$ cat config.mk
export PLATFORM = sky130hd
export DESIGN_NAME = ddr_write_ecc_error_check
export DESIGN_NICKNAME = d
export VERILOG_FILES = /design/src/logic/wr_check_pkg.sv /design/src/logic/ddr_write_ecc_error_check.sv /design/src/logic/write_qualifier.sv
export VERILOG_INCLUDE_DIRS = /design/src /design/src/logic
export SDC_FILE = /design/constraint.sdc
export NUM_CORES = 1
export LEC_CHECK = 0
export ABC_AREA = 1
export BUFFER_PORTS_ARGS = -buffer_cell sky130_fd_sc_hd__buf_2
export CAP_MARGIN = 20
export CELL_PAD_IN_SITES_DETAIL_PLACEMENT = 1
export CELL_PAD_IN_SITES_GLOBAL_PLACEMENT = 2
export CORE_MARGIN = 1
export CORE_UTILIZATION = 25
export CTS_CLUSTER_SIZE = 10
export DETAILED_ROUTE_END_ITERATION = 8
export GPL_TIMING_DRIVEN = 0
export HOLD_SLACK_MARGIN = 0.03
export PLACE_DENSITY = 0.8
export SYNTH_ARGS = -nofsm -noshare
export SYNTH_HDL_FRONTEND = slang
export SYNTH_SLANG_ARGS = --single-unit
$ cat constraint.sdc
create_clock -name clock -period 1.96 [get_ports clock]
set_input_delay 0.098 -clock clock [delete_from_list [all_inputs] [get_ports clock]]
set_output_delay 0.098 -clock clock [all_outputs]
set_load 0.005 [all_outputs]
$ cat src/logic/wr_check_defs.svh
// Constants for the write-check block: register offsets, field positions,
// reset values and codes. Assumes inclusion by bare name from logic/.
`ifndef WR_CHECK_DEFS_SVH
`define WR_CHECK_DEFS_SVH

// ==========================================================================
// Register offsets (byte addresses, low 8 bits decoded)
`define OFS_CTRL 8'h00
`define OFS_RAW 8'h04
`define OFS_EN_SET 8'h08
`define OFS_EN_CLR 8'h0C
`define OFS_BASE 8'h10
`define OFS_LIMIT 8'h14
`define OFS_CAP 8'h18
`define OFS_CAP_ADDR 8'h1C

// ==========================================================================
// Field positions
`define MERGE_BIT 0
`define ERR_BIT 0
`define CAP_VALID_BIT 31
`define CAP_CODE_MSB 3

// ==========================================================================
// Reset values and codes
`define CTRL_RST 1'h0
`define BASE_RST 32'h8000_0000
`define LIMIT_RST 32'hFFFF_FFFF
`define STAT_DATA_ERR 4'h4
`define STAT_NONE 4'h0
`define QUANTA_ZERO 3'h0
`define AXI_OKAY 2'h0
`define AXI_SLVERR 2'h2
`define WORD_ZERO 32'h0000_0000

`endif

$ cat src/logic/wr_check_pkg.sv
// Types shared by the write-check block. Assumes nothing of its surroundings.
package wr_check_pkg;

  // Write request from a cache controller or bus master
  typedef struct packed {
    logic [31:0] addr;
    logic [7:0] len;
    logic [7:0] be;
    logic [63:0] data;
  } wr_req_t;

  // Write passed on to the memory side
  typedef struct packed {
    logic [31:0] addr;
    logic [7:0] be;
    logic [63:0] data;
    logic merge;
  } mem_wr_t;

  // Status returned to the originating CPU
  typedef struct packed {
    logic err;
    logic [3:0] code;
  } cpu_resp_t;

  typedef enum logic [1:0] {
    BS_IDLE = 2'h0,
    BS_RESP = 2'h1
  } bus_state_t;

endpackage

$ cat src/logic/ddr_write_ecc_error_check.sv
// Write-side check qualification and error reporting for a protected
// memory range, with an AXI4-Lite register slave.
// Assumes one clock domain; the memory side accepts a write every cycle.
`timescale 1ns/1ps
`include "wr_check_defs.svh"

module ddr_write_ecc_error_check
  import wr_check_pkg::*;
(
  input wire logic clock,
  input wire logic rst_n,
  input wire logic req_valid,
  input wire wr_req_t req,
  output logic req_ready,
  output logic mem_valid,
  output mem_wr_t mem,
  output logic resp_valid,
  output cpu_resp_t resp,
  output logic irq,
  input wire logic [31:0] s_axi_awaddr,
  input wire logic s_axi_awvalid,
  output logic s_axi_awready,
  input wire logic [31:0] s_axi_wdata,
  input wire logic [3:0] s_axi_wstrb,
  input wire logic s_axi_wvalid,
  output logic s_axi_wready,
  output logic [1:0] s_axi_bresp,
  output logic s_axi_bvalid,
  input wire logic s_axi_bready,
  input wire logic [31:0] s_axi_araddr,
  input wire logic s_axi_arvalid,
  output logic s_axi_arready,
  output logic [31:0] s_axi_rdata,
  output logic [1:0] s_axi_rresp,
  output logic s_axi_rvalid,
  input wire logic s_axi_rready
);

  // ========================================================================
  // Registers
  logic merge_en_q;
  logic raw_q;
  logic en_q;
  logic [31:0] base_q;
  logic [31:0] limit_q;
  logic cap_valid_q;
  logic [31:0] cap_addr_q;
  logic irq_q;

  // ========================================================================
  // Request qualification
  logic taken;
  logic in_range;
  logic flag_err;

  assign taken = req_valid && req_ready;

  write_qualifier u_qual (
    .req(req),
    .base(base_q),
    .limit(limit_q),
    .merge_en(merge_en_q),
    .in_range(in_range),
    .flag_err(flag_err)
  );

  always_ff @(posedge clock or negedge rst_n) begin
    if (!rst_n) begin
      req_ready <= 1'b0;
    end else begin
      req_ready <= 1'b1;
    end
  end

  // Memory path: zero-enable writes are dropped so data and check bits hold
  always_ff @(posedge clock or negedge rst_n) begin
    if (!rst_n) begin
      mem_valid <= 1'b0;
      mem <= '0;
    end else begin
      mem_valid <= taken && (req.be != 8'h00);
      if (taken) begin
        mem.addr <= req.addr;
        mem.be <= req.be;
        mem.data <= req.data;
        mem.merge <= merge_en_q && in_range;
      end
    end
  end

  // Status back to the CPU on every accepted write
  always_ff @(posedge clock or negedge rst_n) begin
    if (!rst_n) begin
      resp_valid <= 1'b0;
      resp <= '0;
    end else begin
      resp_valid <= taken;
      if (taken) begin
        resp.err <= flag_err;
        resp.code <= flag_err ? `STAT_DATA_ERR : `STAT_NONE;
      end
    end
  end

  // ========================================================================
  // AXI4-Lite write channel
  bus_state_t bstate_q;
  logic aw_got_q;
  logic w_got_q;
  logic [7:0] aw_ofs_q;
  logic [31:0] wdata_q;
  logic [3:0] wstrb_q;
  logic do_write;
  logic wr_hit;

  assign do_write = (bstate_q == BS_IDLE) && aw_got_q && w_got_q;

  always_ff @(posedge clock or negedge rst_n) begin
    if (!rst_n) begin
      aw_got_q <= 1'b0;
      w_got_q <= 1'b0;
      aw_ofs_q <= 8'h00;
      wdata_q <= `WORD_ZERO;
      wstrb_q <= 4'h0;
      s_axi_awready <= 1'b0;
      s_axi_wready <= 1'b0;
    end else begin
      s_axi_awready <= !aw_got_q && !(s_axi_awvalid && s_axi_awready);
      s_axi_wready <= !w_got_q && !(s_axi_wvalid && s_axi_wready);
      if (s_axi_awvalid && s_axi_awready) begin
        aw_got_q <= 1'b1;
        aw_ofs_q <= s_axi_awaddr[7:0];
      end else if (do_write) begin
        aw_got_q <= 1'b0;
      end
      if (s_axi_wvalid && s_axi_wready) begin
        w_got_q <= 1'b1;
        wdata_q <= s_axi_wdata;
        wstrb_q <= s_axi_wstrb;
      end else if (do_write) begin
        w_got_q <= 1'b0;
      end
    end
  end

  always_comb begin
    wr_hit = 1'b1;
    if (aw_ofs_q == `OFS_CTRL) begin
      wr_hit = 1'b1;
    end else if (aw_ofs_q == `OFS_RAW || aw_ofs_q == `OFS_EN_SET) begin
      wr_hit = 1'b1;
    end else if (aw_ofs_q == `OFS_EN_CLR || aw_ofs_q == `OFS_BASE) begin
      wr_hit = 1'b1;
    end else if (aw_ofs_q == `OFS_LIMIT || aw_ofs_q == `OFS_CAP) begin
      wr_hit = 1'b1;
    end else begin
      wr_hit = 1'b0;
    end
  end

  always_ff @(posedge clock or negedge rst_n) begin
    if (!rst_n) begin
      bstate_q <= BS_IDLE;
      s_axi_bvalid <= 1'b0;
      s_axi_bresp <= `AXI_OKAY;
    end else begin
      case (bstate_q)
        BS_IDLE: begin
          if (do_write) begin
            bstate_q <= BS_RESP;
            s_axi_bvalid <= 1'b1;
            s_axi_bresp <= wr_hit ? `AXI_OKAY : `AXI_SLVERR;
          end
        end
        BS_RESP: begin
          if (s_axi_bready) begin
            bstate_q <= BS_IDLE;
            s_axi_bvalid <= 1'b0;
          end
        end
        default: begin
          bstate_q <= BS_IDLE;
        end
      endcase
    end
  end

  // Strobes decoded per byte lane for full-word registers
  function automatic logic [31:0] merge_word(input logic [31:0] old_v,
      input logic [31:0] new_v, input logic [3:0] strb);
    logic [31:0] r;
    r = old_v;
    for (int i = 0; i < 4; i++) begin
      if (strb[i]) begin
        r[i*8 +: 8] = new_v[i*8 +: 8];
      end
    end
    return r;
  endfunction

  logic wr_ctrl;
  logic wr_raw_clr;
  logic wr_en_set;
  logic wr_en_clr;
  logic wr_cap_clr;

  assign wr_ctrl = do_write && aw_ofs_q == `OFS_CTRL && wstrb_q[0];
  assign wr_raw_clr = do_write && aw_ofs_q == `OFS_RAW && wstrb_q[0] && wdata_q[`ERR_BIT];
  assign wr_en_set = do_write && aw_ofs_q == `OFS_EN_SET && wstrb_q[0] && wdata_q[`ERR_BIT];
  assign wr_en_clr = do_write && aw_ofs_q == `OFS_EN_CLR && wstrb_q[0] && wdata_q[`ERR_BIT];
  assign wr_cap_clr = do_write && aw_ofs_q == `OFS_CAP && wstrb_q[3]
      && wdata_q[`CAP_VALID_BIT];

  // ========================================================================
  // Control and range registers
  always_ff @(posedge clock or negedge rst_n) begin
    if (!rst_n) begin
      merge_en_q <= `CTRL_RST;
      base_q <= `BASE_RST;
      limit_q <= `LIMIT_RST;
    end else begin
      if (wr_ctrl) begin
        merge_en_q <= wdata_q[`MERGE_BIT];
      end
      if (do_write && aw_ofs_q == `OFS_BASE) begin
        base_q <= merge_word(base_q, wdata_q, wstrb_q);
      end
      if (do_write && aw_ofs_q == `OFS_LIMIT) begin
        limit_q <= merge_word(limit_q, wdata_q, wstrb_q);
      end
    end
  end

  // ========================================================================
  // Raw flag, enable and interrupt; a new error beats a clear in one cycle
  always_ff @(posedge clock or negedge rst_n) begin
    if (!rst_n) begin
      raw_q <= 1'b0;
    end else if (taken && flag_err) begin
      raw_q <= 1'b1;
    end else if (wr_raw_clr) begin
      raw_q <= 1'b0;
    end
  end

  always_ff @(posedge clock or negedge rst_n) begin
    if (!rst_n) begin
      en_q <= 1'b0;
    end else if (wr_en_set) begin
      en_q <= 1'b1;
    end else if (wr_en_clr) begin
      en_q <= 1'b0;
    end
  end

  always_ff @(posedge clock or negedge rst_n) begin
    if (!rst_n) begin
      irq_q <= 1'b0;
    end else begin
      irq_q <= raw_q && en_q;
    end
  end

  assign irq = irq_q;

  // First-error capture; later errors are lost until software clears it
  always_ff @(posedge clock or negedge rst_n) begin
    if (!rst_n) begin
      cap_valid_q <= 1'b0;
      cap_addr_q <= `WORD_ZERO;
    end else if (taken && flag_err && (!cap_valid_q || wr_cap_clr)) begin
      cap_valid_q <= 1'b1;
      cap_addr_q <= req.addr;
    end else if (wr_cap_clr) begin
      cap_valid_q <= 1'b0;
    end
  end

  // ========================================================================
  // AXI4-Lite read channel
  always_ff @(posedge clock or negedge rst_n) begin
    if (!rst_n) begin
      s_axi_arready <= 1'b0;
      s_axi_rvalid <= 1'b0;
      s_axi_rdata <= `WORD_ZERO;
      s_axi_rresp <= `AXI_OKAY;
    end else begin
      s_axi_arready <= !s_axi_rvalid && !(s_axi_arvalid && s_axi_arready);
      if (s_axi_arvalid && s_axi_arready) begin
        s_axi_rvalid <= 1'b1;
        s_axi_rresp <= `AXI_OKAY;
        s_axi_rdata <= `WORD_ZERO;
        if (s_axi_araddr[7:0] == `OFS_CTRL) begin
          s_axi_rdata[`MERGE_BIT] <= merge_en_q;
        end else if (s_axi_araddr[7:0] == `OFS_RAW) begin
          s_axi_rdata[`ERR_BIT] <= raw_q;
        end else if (s_axi_araddr[7:0] == `OFS_EN_SET) begin
          s_axi_rdata[`ERR_BIT] <= en_q;
        end else if (s_axi_araddr[7:0] == `OFS_EN_CLR) begin
          s_axi_rdata[`ERR_BIT] <= en_q;
        end else if (s_axi_araddr[7:0] == `OFS_BASE) begin
          s_axi_rdata <= base_q;
        end else if (s_axi_araddr[7:0] == `OFS_LIMIT) begin
          s_axi_rdata <= limit_q;
        end else if (s_axi_araddr[7:0] == `OFS_CAP) begin
          s_axi_rdata[`CAP_VALID_BIT] <= cap_valid_q;
          s_axi_rdata[`CAP_CODE_MSB:0] <= cap_valid_q ? `STAT_DATA_ERR : `STAT_NONE;
        end else if (s_axi_araddr[7:0] == `OFS_CAP_ADDR) begin
          s_axi_rdata <= cap_addr_q;
        end else begin
          s_axi_rresp <= `AXI_SLVERR;
        end
      end else if (s_axi_rvalid && s_axi_rready) begin
        s_axi_rvalid <= 1'b0;
      end
    end
  end
endmodule // ddr_write_ecc_error_check

$ cat src/logic/write_qualifier.sv
// Alignment and quanta check of one write against the protected range.
// Assumes a request that is stable while it is being qualified.
`timescale 1ns/1ps
`include "wr_check_defs.svh"

module write_qualifier
  import wr_check_pkg::*;
(
  input wire wr_req_t req,
  input wire logic [31:0] base,
  input wire logic [31:0] limit,
  input wire logic merge_en,
  output logic in_range,
  output logic flag_err
);

  // Nonzero low bits mean the value is not a whole 64-bit quantum
  function automatic logic off_quanta(input logic [2:0] v);
    return v != `QUANTA_ZERO;
  endfunction

  logic misaligned;
  logic sub_quanta;

  always_comb begin
    in_range = (req.addr >= base) && (req.addr <= limit);
    misaligned = off_quanta(req.addr[2:0]);
    sub_quanta = off_quanta(req.len[2:0]) || (req.len == 8'h00);
    // Merge mode absorbs short and misaligned writes
    flag_err = in_range && (misaligned || sub_quanta) && !merge_en;
  end

endmodule // write_qualifier

==> impl_metrics.ini <==
[critical_path]
cp-start-kind = flip-flop
crit_type = reg -> reg
cp-startpoint = limit_q[5]
cp.required_ps = 2390
cp_slowest_stage_delay_ps = 530
cp_max_fo = 10
worstPathArrival_ps = 2760
crit_family = simple AND/OR/NAND/NOR gates
endpoint_kind = flip-flop
crit_chain = inv_2 > ha_4 > a21oi_2 > nor2_1 > nor2_2 > nand2_2 > nand2_2 > nand2_2 > nand2_1 > nand2_1 > nand2_2 > buf_6 > nand4_4 > buf_6 > nand2_1 > nand2_1
critPathSlowestCell = dfstp_2
path_buf_inv = 3
r2r-start = limit_q[5]

[grt]
grt_pass1_vias = 14200
grtUsageTotal = 0.195
overflow = 0
antenna_found_initial = 5
grt_pass1_wl_um = 83100
grt_max_degree = 94

[die]
dieArea_um2 = 55400
rows = 85
floorplan.initialDensity = 0.253
core_um2 = 53800
dieHeight_um = 235
die_x_um = 235
io_pins = 375

[cts]
h-tree-depth = 2
clock_path_buffers = 3
clk_pin_slew_worst_paths_ps = 50
cts_tree = done
cts_made_buffers = 38
root_buffer = clkbuf_16
worst_skew_pair.late_latency_ps = 550
clock-sinks = 295

[timing]
finalSetupViolations = 36
whs_ps = 54.6
fmax_mhz = 430
rsz0062_at_grt = yes
fin_ws_ps = -366
finalClockSkew_ps = 21.9
timing.setup.tns_ps = -11150
min_period_ps = 2330
slew_violations = 0
finalHoldViolations = 0
finalCritPeriodShare = 1.19
maxSlewHeadroom = 0.363
worst_slew_pin_slew_ps = 956

[detailed_routing]
first_pass_iters = 4
routed_wl_um = 54200
drt_iter0_markers = 517
ant_nets = 0
wire_per_inst_um = 19.0
vias_per_cell = 4.55
drc_errors = 0
vias = 13000

[pwr]
power.density_nw_per_um2 = 931
power.sequential.fraction = 0.418
ir_worst_vdd_uv = 625
power.internal_w = 0.0127
power.leakage_nw = 9.95
p_switching_w = 0.00587
p_total_w = 0.0186
comb_power_share = 0.229
power_frac_clock = 0.353
switching_share = 0.316

[synth]
synth_seq_cells = 295
avgSynthCellArea_um2 = 8.64
syn-instance-count = 1574
ys.flop_type = dfrtp_1
ys_types = 38
synth_area_um2 = 13600
yosysSeqAreaShare = 0.546
synth_edf_count = 0
yosysWarnings = 0
async_reset_ff_frac = 1.00

[flow_run]
maxCapViolations = 0

[finish]
final_common_cell = nand2_1
final_layout_size_suffix_gt1_frac = 0.295
stdcell_count = 2857
finalNetCount = 2417
seq_area_um2 = 7420
multi_input_area_um2 = 5970
final_cell_mix = nand2_1 (614), buf_2 (322), dfrtp_1 (262), dlygate4sd3_1 (156), inv_1 (111)
final_core_util = 0.370
syn_to_final_growth_pct = 46.5
num-fill-cells = 6330

[placement]
place.gp.congestion = 0.829
dp_hpwl_um = 38100
portBuffers = 321
dp.cells = 2598

[run_status]
status = complete, but fails checks
violations = negative setup slack

[min_path]
min_path_type = in -> async
[cell type report]
type	count	share of cell area
Clock buffer	59	0.0552
Sequential cell	295	0.372
Buffer	69	0.0204
Inverter	133	0.0252
Multi-Input combinational cell	1081	0.300
Timing Repair Buffer	515	0.181
Clock inverter	6	0.00169
Antenna cell	3	0.000377
Tap cell	696	0.0437
[sequential cells by signal, indices dropped and copies added, names as in the netlist, 4 cells and up]
register and flops:
limit_q 32, aw_ofs_q 8, cap_addr_q 32, wstrb_q 4, wdata_q 32, base_q 32
s_axi_rdata 32, mem 105
[power by group through the flow]
stage / sequential, W / clock [W] / combinational [W]
floorplan: 0.00770 / 0 / 0.00194
global placement: 0.00774 / 0 / 0.00341
detailed placement: 0.00778 / 0 / 0.00358
CTS: 0.00771 / 0.00678 / 0.00404
global route: 0.00788 / 0.00699 / 0.00478
finish: 0.00776 / 0.00654 / 0.00426
[routing by layer]
layer,routed length (µm),share of wire,GRT usage
met1,23100,0.43,0.238
met2,26300,0.49,0.336
met3,2590,0.048,0.0379
met4,2180,0.040,0.0832
met5,25,0.00046,0
[cells in the mapped netlist, types with 2 or more instances]
master    count  area share
a21oi_1      64       0.024
buf_1         7      0.0019
buf_2         8      0.0029
buf_4         6      0.0033
buf_6         6      0.0050
clkbuf_1     42       0.012
conb_1        2     0.00055
dfrtp_1     262        0.48
dfstp_2      33       0.064
ha_1         64       0.059
inv_1       128       0.035
inv_2         3     0.00083
mux2_2       11      0.0091
nand2_1     651        0.18
nand2_2       7      0.0032
nand2_4       3      0.0025
nand3_1      54       0.020
nand4_1       7      0.0032
nor2_1       76       0.021
nor3_1        5      0.0018
nor3_2        3      0.0022
nor3_4        2      0.0024
nor4_1        4      0.0018
o21a_1        3      0.0017
o21ai_0      59       0.022
o21ai_2      24       0.015
o221ai_1     29       0.019
[per-stage QoR]
stage / setup slack (ps) / area (µm²)
2_1_floorplan: 0.0409 / 13700
3_3_place_gp: -5000 / 16200
3_5_place_dp: -559 / 16300
4_1_cts: -367 / 19400
5_1_grt: -492 / 19900
6_report: -366 / 19900
[path summary, 6_finish.rpt]
kind | endpoint | slack (ps) | cells after the start
max | cap_addr_q[5] | -370 | 16
min | mem[61] | 50 | 2
max reg2reg | cap_addr_q[5] | -370 | 16
min reg2reg | s_axi_wready | 440 | 1
max in group asynchronous | limit_q[18] | 700 | 4
min in group clock | s_axi_rresp[1] | 70 | 5
[timing repair]
item,in CTS,in global routing
gates cloned,2,1
hold buffers,155,1
gates resized for setup,66,86
hold endpoints to repair,382,1
setup endpoints to repair,228,103
pin swaps,19,25
setup buffers,21,12
[cells by family (layout without fill, tap and decap cells)]
family	Yosys count	after routing	share of synthesized area
fa+ha+maj	64	64	0.0589
simple gates	816	816	0.241
compound gates	184	184	0.0836
buf+inv	202	782	0.0616
mux	11	11	0.00911
other cells	2	9	0.000552
flops	295	295	0.546
No activity file was read; power rests on OpenSTA's default activity.
